<file path="src/amsf_pkg.sv">
package amsf_pkg;
  // axis counts per variant
  localparam int AMSF_AXES_MAX = 32;
  localparam int AMSF_AXES_MID = 16;
  localparam int AMSF_AXES_MIN = 8;
  localparam logic [1:0] AMSF_VAR_32 = 2'h0;
  localparam logic [1:0] AMSF_VAR_16 = 2'h1;
  localparam logic [1:0] AMSF_VAR_8 = 2'h2;
  // width of the motion processing time and cycle length counters
  localparam int AMSF_TIME_W = 16;
  localparam logic [15:0] AMSF_TIME_ZERO = 16'h0000;
  localparam logic AMSF_FLAG_RST = 1'b0;
  // operation cycle tick: 1 us at 200 MHz
  localparam int AMSF_CLK_MHZ = 200;
  localparam int AMSF_OP_CYCLE_US = 1;
  localparam int AMSF_OP_CYCLE_CLKS = AMSF_OP_CYCLE_US * AMSF_CLK_MHZ;
  localparam logic [15:0] AMSF_OP_CYCLE_LAST = 16'(AMSF_OP_CYCLE_CLKS - 1);
  // decel cause kept per axis
  typedef enum logic [1:0] {
    AMSF_DEC_NONE,
    AMSF_DEC_AUTO,
    AMSF_DEC_SPEED0,
    AMSF_DEC_OTHER
  } amsf_dec_t;
endpackage

</file>
<file path="src/amsf_status.sv">
`timescale 1ns/1ps
// Summary of operation
// - set overrun flag when motion processing time exceeds the operation cycle
// - overrun flag holds until power cycle, system reset or program reset
// - one speed-change-accepting flag per axis, 8, 16 or 32 axes by variant, during a speed change
// - auto-decel flag high during automatic decel in positioning or follow-up
// - follow-up: flag high decelerating to command address, cleared on address change
// - constant-speed: flag high from decel start after the final point
// - auto-decel flag cleared once all normal start completion conditions are met
// - auto-decel flag may be high while still accelerating under advanced s-curve
// - auto-decel not cleared on jog release, pulse generator, stop decel, zero travel
// - zero-speed flag set when zero or negative speed change is accepted while started
// - zero-speed flag cleared by later speed change or stop-cause stop completion
// - during interpolation every interpolating axis gets its zero-speed flag
// - zero-speed request ignored after jog, stop-cause or auto-positioning decel
// - zero-speed flag cleared by new speed change during the zero-speed stop
// - zero-speed flag cleared when a stop cause follows the zero-speed accept
// - zero-speed request after decel toward follow-up address still sets the flag
// - follow-up address change during zero-speed hold does not restart the axis
// - stopped axis with start-accept held shows hold through zero-speed flag
// - loop-monitor flag high in fully closed loop, follows loop-change command
module amsf_status
  import amsf_pkg::*;
(
  // clock and reset
  input wire logic sys_clk,
  input wire logic sys_rst,
  // configuration
  input wire logic [1:0] variant_sel,
  input wire logic [AMSF_TIME_W-1:0] operation_cycle_setting,
  input wire logic user_reset,
  // motion processing timing (same clock domain)
  input wire logic motion_start,
  input wire logic motion_done,
  // per-axis motion events, same clock domain, held until the next cycle tick
  input wire logic [31:0] start_accept_flags,
  input wire logic [31:0] speed_change_req,
  input wire logic [31:0] speed_change_zero,
  input wire logic [31:0] speed_change_done,
  input wire logic [31:0] interp_axes,
  input wire logic [31:0] auto_decel_active,
  input wire logic [31:0] followup_mode,
  input wire logic [31:0] followup_addr_change,
  input wire logic [31:0] start_complete,
  input wire logic [31:0] jog_decel,
  input wire logic [31:0] mpg_active,
  input wire logic [31:0] stop_decel,
  input wire logic [31:0] stop_cause,
  input wire logic [31:0] stop_complete,
  input wire logic [31:0] zero_travel,
  input wire logic [31:0] loop_change_cmd,
  // status flags
  output logic cycle_overrun_flag,
  output logic [31:0] speed_change_accepting_flags,
  output logic [31:0] auto_decelerating_flags,
  output logic [31:0] zero_speed_accepting_flags,
  output logic [31:0] loop_monitor_flags,
  output logic [31:0] restart_block
);

  // ****************************************
  // axis mask for the device variant
  // ****************************************
  function automatic logic [31:0] axis_mask(input logic [1:0] v);
    logic [31:0] m;
    m = '0;
    for (int i = 0; i < AMSF_AXES_MAX; i++) begin
      if (v == AMSF_VAR_8) begin
        m[i] = (i < AMSF_AXES_MIN);
      end else if (v == AMSF_VAR_16) begin
        m[i] = (i < AMSF_AXES_MID);
      end else begin
        m[i] = 1'b1;
      end
    end
    return m;
  endfunction

  logic tick;
  logic [31:0] mask;

  amsf_tick u_tick (
    .sys_clk(sys_clk),
    .sys_rst(sys_rst),
    .tick(tick)
  );

  assign mask = axis_mask(variant_sel);

  // ****************************************
  // operation cycle overrun
  // ****************************************
  logic [AMSF_TIME_W-1:0] busy_cnt_q;
  logic [AMSF_TIME_W-1:0] busy_cnt_d;
  logic busy_q;
  logic busy_d;
  logic overrun_q;
  logic overrun_d;

  always_comb begin
    busy_d = busy_q;
    busy_cnt_d = busy_cnt_q;
    if (motion_start) begin
      busy_d = 1'b1;
      busy_cnt_d = AMSF_TIME_ZERO;
    end else if (motion_done) begin
      busy_d = 1'b0;
    end else if (busy_q && busy_cnt_q != '1) begin
      busy_cnt_d = AMSF_TIME_W'(busy_cnt_q + 1'b1);
    end
    overrun_d = overrun_q;
    // set wins over a same-cycle program reset
    if (user_reset) begin
      overrun_d = AMSF_FLAG_RST;
    end
    if (busy_q && busy_cnt_q >= operation_cycle_setting) begin
      overrun_d = 1'b1;
    end
  end

  always_ff @(posedge sys_clk or posedge sys_rst) begin
    if (sys_rst) begin
      busy_q <= 1'b0;
      busy_cnt_q <= AMSF_TIME_ZERO;
      overrun_q <= AMSF_FLAG_RST;
    end else begin
      busy_q <= busy_d;
      busy_cnt_q <= busy_cnt_d;
      overrun_q <= overrun_d;
    end
  end

  assign cycle_overrun_flag = overrun_q;

  // ****************************************
  // per-axis flags
  // ****************************************
  // every group below moves only on the operation cycle tick
  // a stop-type decel already seen blocks a zero request; auto decel only outside follow-up
  function automatic logic zero_refused(input logic jog, input logic stop,
                                        input amsf_dec_t dec, input logic fup);
    return jog || stop || (dec == AMSF_DEC_OTHER) || (dec == AMSF_DEC_AUTO && !fup);
  endfunction

  // ****************************************
  // speed change accepting
  // ****************************************
  logic [31:0] spd_q;
  logic [31:0] spd_d;

  always_comb begin
    spd_d = spd_q;
    if (tick) begin
      for (int i = 0; i < AMSF_AXES_MAX; i++) begin
        if (speed_change_req[i]) begin
          spd_d[i] = 1'b1;
        end else if (speed_change_done[i]) begin
          spd_d[i] = 1'b0;
        end
      end
      spd_d = spd_d & mask;
    end
  end

  always_ff @(posedge sys_clk or posedge sys_rst) begin
    if (sys_rst) begin
      spd_q <= '0;
    end else begin
      spd_q <= spd_d;
    end
  end

  // ****************************************
  // automatic decelerating
  // ****************************************
  logic [31:0] adec_q;
  logic [31:0] adec_d;

  always_comb begin
    adec_d = adec_q;
    if (tick) begin
      for (int i = 0; i < AMSF_AXES_MAX; i++) begin
        // s-curve may report decel early, so no accel check
        if (auto_decel_active[i] && !zero_travel[i]) begin
          adec_d[i] = 1'b1;
        end
        if (followup_mode[i] && followup_addr_change[i]) begin
          adec_d[i] = 1'b0;
        end else if (start_complete[i] && !jog_decel[i] && !mpg_active[i]
                     && !stop_decel[i] && !zero_travel[i]) begin
          adec_d[i] = 1'b0;
        end
      end
      adec_d = adec_d & mask;
    end
  end

  always_ff @(posedge sys_clk or posedge sys_rst) begin
    if (sys_rst) begin
      adec_q <= '0;
    end else begin
      adec_q <= adec_d;
    end
  end

  // ****************************************
  // zero-speed accepting
  // ****************************************
  logic [31:0] zero_q;
  logic [31:0] zero_d;
  logic [31:0] hold_q;
  logic [31:0] hold_d;
  logic [31:0] interp_zero;
  amsf_dec_t dec_q [AMSF_AXES_MAX];
  amsf_dec_t dec_d [AMSF_AXES_MAX];

  always_comb begin
    zero_d = zero_q;
    hold_d = hold_q;
    dec_d = dec_q;
    interp_zero = '0;
    if (tick) begin
      for (int i = 0; i < AMSF_AXES_MAX; i++) begin
        // remember which kind of decel the axis is in
        if (auto_decel_active[i] && !zero_travel[i]) begin
          dec_d[i] = AMSF_DEC_AUTO;
        end else if (jog_decel[i] || stop_decel[i]) begin
          dec_d[i] = AMSF_DEC_OTHER;
        end
        if (stop_cause[i] || stop_complete[i]) begin
          zero_d[i] = 1'b0;
          dec_d[i] = AMSF_DEC_OTHER;
        end else if (speed_change_req[i] && speed_change_zero[i]) begin
          if (start_accept_flags[i]
              && !zero_refused(jog_decel[i], stop_decel[i], dec_q[i], followup_mode[i])) begin
            zero_d[i] = 1'b1;
            dec_d[i] = AMSF_DEC_SPEED0;
          end
        end else if (speed_change_req[i]) begin
          zero_d[i] = 1'b0;
          dec_d[i] = AMSF_DEC_NONE;
        end
      end
      // spread only once every axis has decided, so axis order adds no tick of lag
      interp_zero = interp_axes & speed_change_req & speed_change_zero & zero_d;
      for (int i = 0; i < AMSF_AXES_MAX; i++) begin
        if (interp_axes[i] && (interp_zero != '0) && !stop_cause[i] && !stop_complete[i]
            && !speed_change_req[i]) begin
          zero_d[i] = 1'b1;
        end
        if (!start_accept_flags[i] && !zero_d[i]) begin
          dec_d[i] = AMSF_DEC_NONE;
        end
        // keep zero-speed flag while stopped with start accept held
        if (zero_q[i] && start_accept_flags[i] && !stop_cause[i] && !stop_complete[i]
            && !speed_change_req[i]) begin
          zero_d[i] = 1'b1;
        end
        // a follow-up address change must not restart an axis held at zero speed
        hold_d[i] = zero_d[i];
      end
      zero_d = zero_d & mask;
      hold_d = hold_d & mask;
    end
  end

  always_ff @(posedge sys_clk or posedge sys_rst) begin
    if (sys_rst) begin
      zero_q <= '0;
      hold_q <= '0;
      for (int i = 0; i < AMSF_AXES_MAX; i++) begin
        dec_q[i] <= AMSF_DEC_NONE;
      end
    end else begin
      zero_q <= zero_d;
      hold_q <= hold_d;
      dec_q <= dec_d;
    end
  end

  // ****************************************
  // control loop monitor
  // ****************************************
  logic [31:0] loop_q;
  logic [31:0] loop_d;

  always_comb begin
    loop_d = loop_q;
    if (tick) begin
      loop_d = loop_change_cmd & mask;
    end
  end

  always_ff @(posedge sys_clk or posedge sys_rst) begin
    if (sys_rst) begin
      loop_q <= '0;
    end else begin
      loop_q <= loop_d;
    end
  end

  assign speed_change_accepting_flags = spd_q;
  assign auto_decelerating_flags = adec_q;
  assign zero_speed_accepting_flags = zero_q;
  assign loop_monitor_flags = loop_q;
  assign restart_block = hold_q;
endmodule

</file>
<file path="src/amsf_tick.sv">
`timescale 1ns/1ps
module amsf_tick
  import amsf_pkg::*;
(
  // clock and reset
  input wire logic sys_clk,
  input wire logic sys_rst,
  // operation cycle enable
  output logic tick
);
  logic [AMSF_TIME_W-1:0] cnt_q;
  logic [AMSF_TIME_W-1:0] cnt_d;
  logic tick_d;
  logic tick_q;

  always_comb begin
    tick_d = (cnt_q == AMSF_OP_CYCLE_LAST);
    cnt_d = tick_d ? AMSF_TIME_ZERO : AMSF_TIME_W'(cnt_q + 1'b1);
  end

  always_ff @(posedge sys_clk or posedge sys_rst) begin
    if (sys_rst) begin
      cnt_q <= AMSF_TIME_ZERO;
      tick_q <= 1'b0;
    end else begin
      cnt_q <= cnt_d;
      tick_q <= tick_d;
    end
  end

  assign tick = tick_q;
endmodule

</file>
<file path="config.mk">
export PLATFORM = sky130hd
export DESIGN_NAME = amsf_status
export DESIGN_NICKNAME = d
export VERILOG_FILES = /design/src/amsf_pkg.sv /design/src/amsf_status.sv /design/src/amsf_tick.sv
export SDC_FILE = /design/constraint.sdc
export NUM_CORES = 1
export LEC_CHECK = 0
export BUFFER_PORTS_ARGS = -buffer_cell sky130_fd_sc_hd__buf_2
export CAP_MARGIN = 20
export CELL_PAD_IN_SITES_DETAIL_PLACEMENT = 0
export CELL_PAD_IN_SITES_GLOBAL_PLACEMENT = 1
export CORE_AREA = 10 10 261 263
export CTS_CLUSTER_SIZE = 8
export DETAILED_ROUTE_END_ITERATION = 6
export DIE_AREA = 0 0 271 273
export PLACE_DENSITY_LB_ADDON = 0.1
export SYNTH_ARGS = -nofsm -noshare
export SYNTH_HDL_FRONTEND = slang
export SYNTH_SLANG_ARGS = --single-unit
</file>
<file path="constraint.sdc">
create_clock -name sys_clk -period 10.2 [get_ports sys_clk]
set_input_delay 1.53 -clock sys_clk [delete_from_list [all_inputs] [get_ports sys_clk]]
set_output_delay 1.53 -clock sys_clk [all_outputs]
set_load 0.02 [all_outputs]
</file>
# --- Yosys cells after proc, flatten, opt, wreduce, memory -nomap -nowiden ---
# Cells that the tools add are included.
word_totals:
  regBits: 227
  in_bits: 535
  output_inout_bits: 161
  word_cells: 1930
op_classes:
  n_addsub: 2
  order_cmp: 1
  n_eq_ne: 69
  muxes: 747
  n_bitwise: 7
  reduce_logical: 1063
ops:
  columns: ["op", "count"]
  rows:
  - ["1-bit logical AND", 578]
  - ["1-bit 2-to-1 mux", 519]
  - ["2-bit 2-to-1 mux", 224]
  - ["1-bit zero test", 352]
  - ["32-bit bitwise AND", 7]
  - ["1-bit logical OR", 128]
  - ["2-bit by 1-bit equality test with 1-bit output (second input constant)", 33]
  - ["2-bit equality test (second input constant)", 33]
  - ["16-bit 2-to-1 mux", 4]
  - ["16-bit by 1-bit adder with 16-bit output (second input constant)", 2]
  - ["32-bit nonzero test", 1]
  - ["16-bit by 8-bit equality test with 1-bit output (second input constant)", 1]
  - ["16-bit greater-or-equal comparator", 1]
  - ["16-bit != test (second input constant)", 1]
  - ["2-bit nonzero test", 3]
  - ["2-bit != test (second input constant)", 1]
  - ["2-bit AND reduction", 1]

# --- Longest topological paths before layout ---
logic_depth:
  depth_word: 20
  depth_mapped: 9
  depth_no_buf: 9

# --- Cells and area by module ---
# Synthesis repeated with hierarchy kept, for this count alone.
hier_totals:
  cells_unflattened: 1746
  area_unflattened_um2: 14735.4
by_module_without_submodules:
  columns: ["mod", "instances", "cells_each", "area_each_um2", "seq_area_each_um2"]
  rows:
  - ["amsf_status", 1, 1675, 13937.1, 5255.0]
  - ["amsf_tick", 1, 71, 798.3, 425.4]

# --- Worst setup path before layout ---
# Ideal clock, no wire load.
synth_path:
  path_type: "input-to-reg"
  startpoint: "input port followup_mode[6]"
  endpoint: "register dec_q[0] in the netlist's numbering"
  setup_time_ps: 124
  arrival_ps: 3315
  required_time_ps: 10076
  setup_slack_ps: 6761
  stages: 9
  path_buffers: 2
  cell_sequence: "nor2b_1 -> o211a_1 -> o21ai_1 -> nand4_1 -> or4_4 -> buf_6 -> or2_1 -> buf_6 -> a211o_1"
synth_between:
  elab_chain_cells: 20
synth_lines:
  columns: ["element", "line", "text"]
  rows:
  - ["start, declared", "amsf_status.sv:42", "input wire logic [31:0] followup_mode,"]
  - ["1-bit zero test", "amsf_status.sv:142", "return jog || stop || (dec == AMSF_DEC_OTHER) || (dec == AMSF_DEC_AUTO && !fup);"]
  - ["1-bit logical AND", "amsf_status.sv:142", null]
  - ["1-bit logical OR", "amsf_status.sv:142", null]
  - ["1-bit zero test", "amsf_status.sv:235", "&& !zero_refused(jog_decel[i], stop_decel[i], dec_q[i], followup_mode[i])) begin"]
  - ["1-bit logical AND", "amsf_status.sv:235", null]
  - ["1-bit 2-to-1 mux", "amsf_status.sv:234", "if (start_accept_flags[i]"]
  - ["1-bit 2-to-1 mux", "amsf_status.sv:233", "end else if (speed_change_req[i] && speed_change_zero[i]) begin"]
  - ["1-bit 2-to-1 mux", "amsf_status.sv:230", "if (stop_cause[i] || stop_complete[i]) begin"]
  - ["[... 2 more ...]", null, null]
  - ["32-bit nonzero test", "amsf_status.sv:247", "if (interp_axes[i] && (interp_zero != '0) && !stop_cause[i] && !stop_complete[i]"]
  - ["1-bit logical AND (3 in series)", "amsf_status.sv:247", null]
  - ["1-bit logical AND", "amsf_status.sv:248", "&& !speed_change_req[i]) begin"]
  - ["1-bit 2-to-1 mux", "amsf_status.sv:247", null]
  - ["1-bit 2-to-1 mux", "amsf_status.sv:222", "if (tick) begin"]
  - ["1-bit zero test", "amsf_status.sv:251", "if (!start_accept_flags[i] && !zero_d[i]) begin"]
  - ["1-bit logical AND", "amsf_status.sv:251", null]
  - ["2-bit 2-to-1 mux", "amsf_status.sv:251", null]
  - ["end signal, assigned by index", "amsf_status.sv:272", "dec_q[i] <= AMSF_DEC_NONE;"]
  - ["end signal, assigned", "amsf_status.sv:277", "dec_q <= dec_d;"]
  - ["end, declared", "amsf_status.sv:214", "amsf_dec_t dec_q [AMSF_AXES_MAX];"]
# No other way between the ends. The select of a mux whose other input is x is not followed.
# A chain may end at the register's enable or synchronous reset.

# --- Final worst setup path ---
layout_path:
  startpoint: "input port followup_mode[4]"
  endpoint: "register dec_q[30] in the netlist's numbering"
# Same word-level chain as after synthesis.

==> results.sh <==
export IMPL_post_cts_resize_count=0
export IMPL_timing_max_slew_rel_slack=0.333
export IMPL_first_pass_grt_wire_length_um=115000
export IMPL_post_synth_top_count_cell="sky130_fd_sc_hd__dfrtp_1"
export IMPL_dominantRegCellSynth="sky130_fd_sc_hd__dfrtp_1"
export IMPL_fin_tns_setup_ns=0
export IMPL_numCtsBuffers=35
export IMPL_period_minus_slack_ns=4.51
export IMPL_h_tree_depth=2
export IMPL_syn_nets=2290
export IMPL_max_cap_violations=0
export IMPL_clock_fmax_ghz=0.222
export IMPL_placedInstanceArea_mm2=0.0190
export IMPL_grt_max_degree=85
export IMPL_gp_congestion=0.894
export IMPL_rsz0062_at_grt="false"
export IMPL_floorplan_core_area_mm2=0.0627
export IMPL_dr_total_vias=16800
export IMPL_status="completed"
export IMPL_post_synth_top_area_cell="sky130_fd_sc_hd__dfrtp_1"
export IMPL_netlist_area_leader_share=0.382
export IMPL_synthDistinctLibCells=68
export IMPL_io_buffer_count=695
export IMPL_power_leakage_nw=9.80
export IMPL_asyncSetResetFlopFracSynth=1.00
export IMPL_overflow=0
export IMPL_std_cell_rows=92
export IMPL_worst_path_cell_trace="buf_2, nand2b_1, a2111oi_0, o21ai_0, nand4_1, or4_4, buf_4, o21a_1, a311o_1"
export IMPL_drc_errors=0
export IMPL_start_util=0.237
export IMPL_hpwl_dp_um=62700
export IMPL_cell_pwr_density_mw_per_mm2=122
export IMPL_clock_sinks=227
export IMPL_timing_critical_path_arrival_ns=4.98
export IMPL_edff_count_synth=0
export IMPL_antenna_found_initial=26
export IMPL_ctsLongestPathBuffers=3
export IMPL_ant_nets=0
export IMPL_cts_root_buf="sky130_fd_sc_hd__clkbuf_16"
export IMPL_startpoint_type="input pin"
export IMPL_grt_pass1_vias=17500
export IMPL_yosys_warnings=0
export IMPL_post_detailed_route_via_to_cell_ratio=5.15
export IMPL_report_power_total_mw=2.45
export IMPL_whs_ns=0.470
export IMPL_die_boundary_height_um=273
export IMPL_tritoncts="yes"
export IMPL_clock_insertion_delay_worst_skew_ns=0.54
export IMPL_die_width_um=271
export IMPL_synth_area_top_cells="sky130_fd_sc_hd__dfrtp_1 (38%), sky130_fd_sc_hd__a21oi_1 (5.1%), sky130_fd_sc_hd__o21ai_0 (4.7%)"
export IMPL_synth_area_mm2=0.0149
export IMPL_drt_wl_total_um=78600
export IMPL_detail_route_first_pass_iterations=5
export IMPL_cts_stage_hold_buffer_count=0
export IMPL_synthesis_instances=1736
export IMPL_worst_path_max_delay_cell="sky130_fd_sc_hd__a2111oi_0"
export IMPL_io_pin_count=696
export IMPL_final_net_count=2942
export IMPL_synthToLayoutAreaGrowth_pct=34.9
export IMPL_setup_violations_final=0
export IMPL_critPathCaptureType="flip-flop"
export IMPL_min_delay_path_class="flip-flop to flip-flop"
export IMPL_critical_path_n_buffers_inverters=2
export IMPL_post_synth_cell_area_avg_um2=8.57
export IMPL_synth_seq_cells=227
export IMPL_dr_first_iter_drc_count=1067
export IMPL_period_share=0.442
export IMPL_post_cts_buffers=0
export IMPL_finalHoldViolCount=0
export IMPL_synth_seq_area_share=0.382
export IMPL_clkSlewWorstSetupHoldPaths_ns=0.05
export IMPL_critical_path_max_stage_delay_ns=0.83
export IMPL_drive_gt1_frac=0.329
export IMPL_critPathRequiredTime_ns=10.66
export IMPL_maxSlewViolCount=0
export IMPL_synthTopCellsByCount="sky130_fd_sc_hd__dfrtp_1 (227), sky130_fd_sc_hd__a21oi_1 (153), sky130_fd_sc_hd__nor2_1 (141), sky130_fd_sc_hd__o21ai_0 (141)"
export IMPL_ir_drop_uv=78.3
export IMPL_critPathTopFamily="compound AO/OA/AOI/OAI gates"
export IMPL_worstMarginPinSlew_ns=0.976
export IMPL_worst_clock_skew_ns=0.0160
export IMPL_track_usage=0.202
export IMPL_fin_area_mm2=0.0201
export IMPL_cp_max_fo=20
export IMPL_drt_wirelength_per_cell_um=24.1
export IMPL_timing_setup_critical_path_class="input pin to flip-flop"
export IMPL_design_die_area_mm2=0.0740
## per-layer routing
| metal | track usage | vias to the layer above | part of all wire |
|---|---|---|---|
| li1 | - | 7895 | - |
| met1 | 0.234 | 8161 | 0.40 |
| met2 | 0.369 | 630 | 0.52 |
| met3 | 0.0481 | 96 | 0.066 |
| met4 | 0.0470 | 18 | 0.018 |
| met5 | 0 | - | 0.0014 |
## layout make-up
| type | instances | area, um2 |
|---|---|---|
| antenna | 15 | 37.5 |
| clock buffer | 48 | 997 |
| fill | 6866 | 42700 |
| inverter | 112 | 430 |
| multi-input combinational | 1301 | 8270 |
| sequential | 227 | 5680 |
| tap | 846 | 1060 |
| timing repair buffer | 711 | 3610 |
## worst register-to-register path: stages (launching register included)
cell	delay (ns)
sky130_fd_sc_hd__dfrtp_1	0.39
sky130_fd_sc_hd__nand2b_1	0.14
sky130_fd_sc_hd__a2111oi_0	0.83
sky130_fd_sc_hd__o21ai_0	0.48
sky130_fd_sc_hd__nand4_1	0.22
sky130_fd_sc_hd__or4_4	0.31
sky130_fd_sc_hd__buf_4	0.36
sky130_fd_sc_hd__o21a_1	0.82
sky130_fd_sc_hd__a311o_1	0.29
## cells in the final DEF, fill, tap and decap left out, drive strengths merged, types with 34 or more instances in the layout
master    n
a21oi   153
buf     708
clkbuf   49
dfrtp   227
inv     111
nand2   110
nand2b   39
nand3    49
nor2    141
nor2b    81
nor3     34
o21ai   151
## where the power goes
part           total, mW  switching, mW  internal (mW)
registers          0.938         0.0181          0.920
logic              0.390          0.236          0.154
clock network       1.12          0.452          0.669
total               2.45          0.706           1.74
## logic make-up (layout without fill, tap and decap cells)
logic type,count (synthesis),in the layout,synth area share
compound gates,653,653,0.302
simple gates,588,588,0.212
other cells,0,15,0
buf+inv,208,871,0.0633
mux,12,12,0.00891
xor+xnor,29,29,0.0171
flops,227,227,0.382
fa+ha+maj,19,19,0.0160
## per-stage QoR
step	setup WS (ns)	utilization	cells
floorplan	2.45	-	1736
global placement	4.94	0.303	3193
detailed placement	4.86	0.303	3194
CTS	5.46	0.319	3242
global route	5.41	0.320	3256
finish	5.69	0.320	3260
## state kept, by name (all words and copies together), names as in the netlist
| name | flops |
|---|---|
| restart_block | 32 |
| loop_monitor_flags | 32 |
| cycle_overrun_flag | 1 |
| auto_decelerating_flags | 32 |
| u_tick.cnt_q | 16 |
| busy_cnt_q | 16 |
| dec_q | 64 |
| u_tick.tick | 1 |
| speed_change_accepting_flags | 32 |
| busy_q | 1 |
## worst paths after layout
check | start | end | slack, ns | depth (start not counted)
max in group asynchronous | sys_rst | u_tick.tick | 7.20 | 4
max reg2reg | dec_q[55] | dec_q[30] | 6.30 | 8
min in group asynchronous | sys_rst | dec_q[19] | 1.06 | 2
min reg2reg | speed_change_accepting_flags[7] | speed_change_accepting_flags[7] | 0.47 | 2
min | speed_change_accepting_flags[7] | speed_change_accepting_flags[7] | 0.47 | 2
max | followup_mode[4] | dec_q[30] | 5.69 | 9
Note: power is estimated with default switching activity, not from simulation.
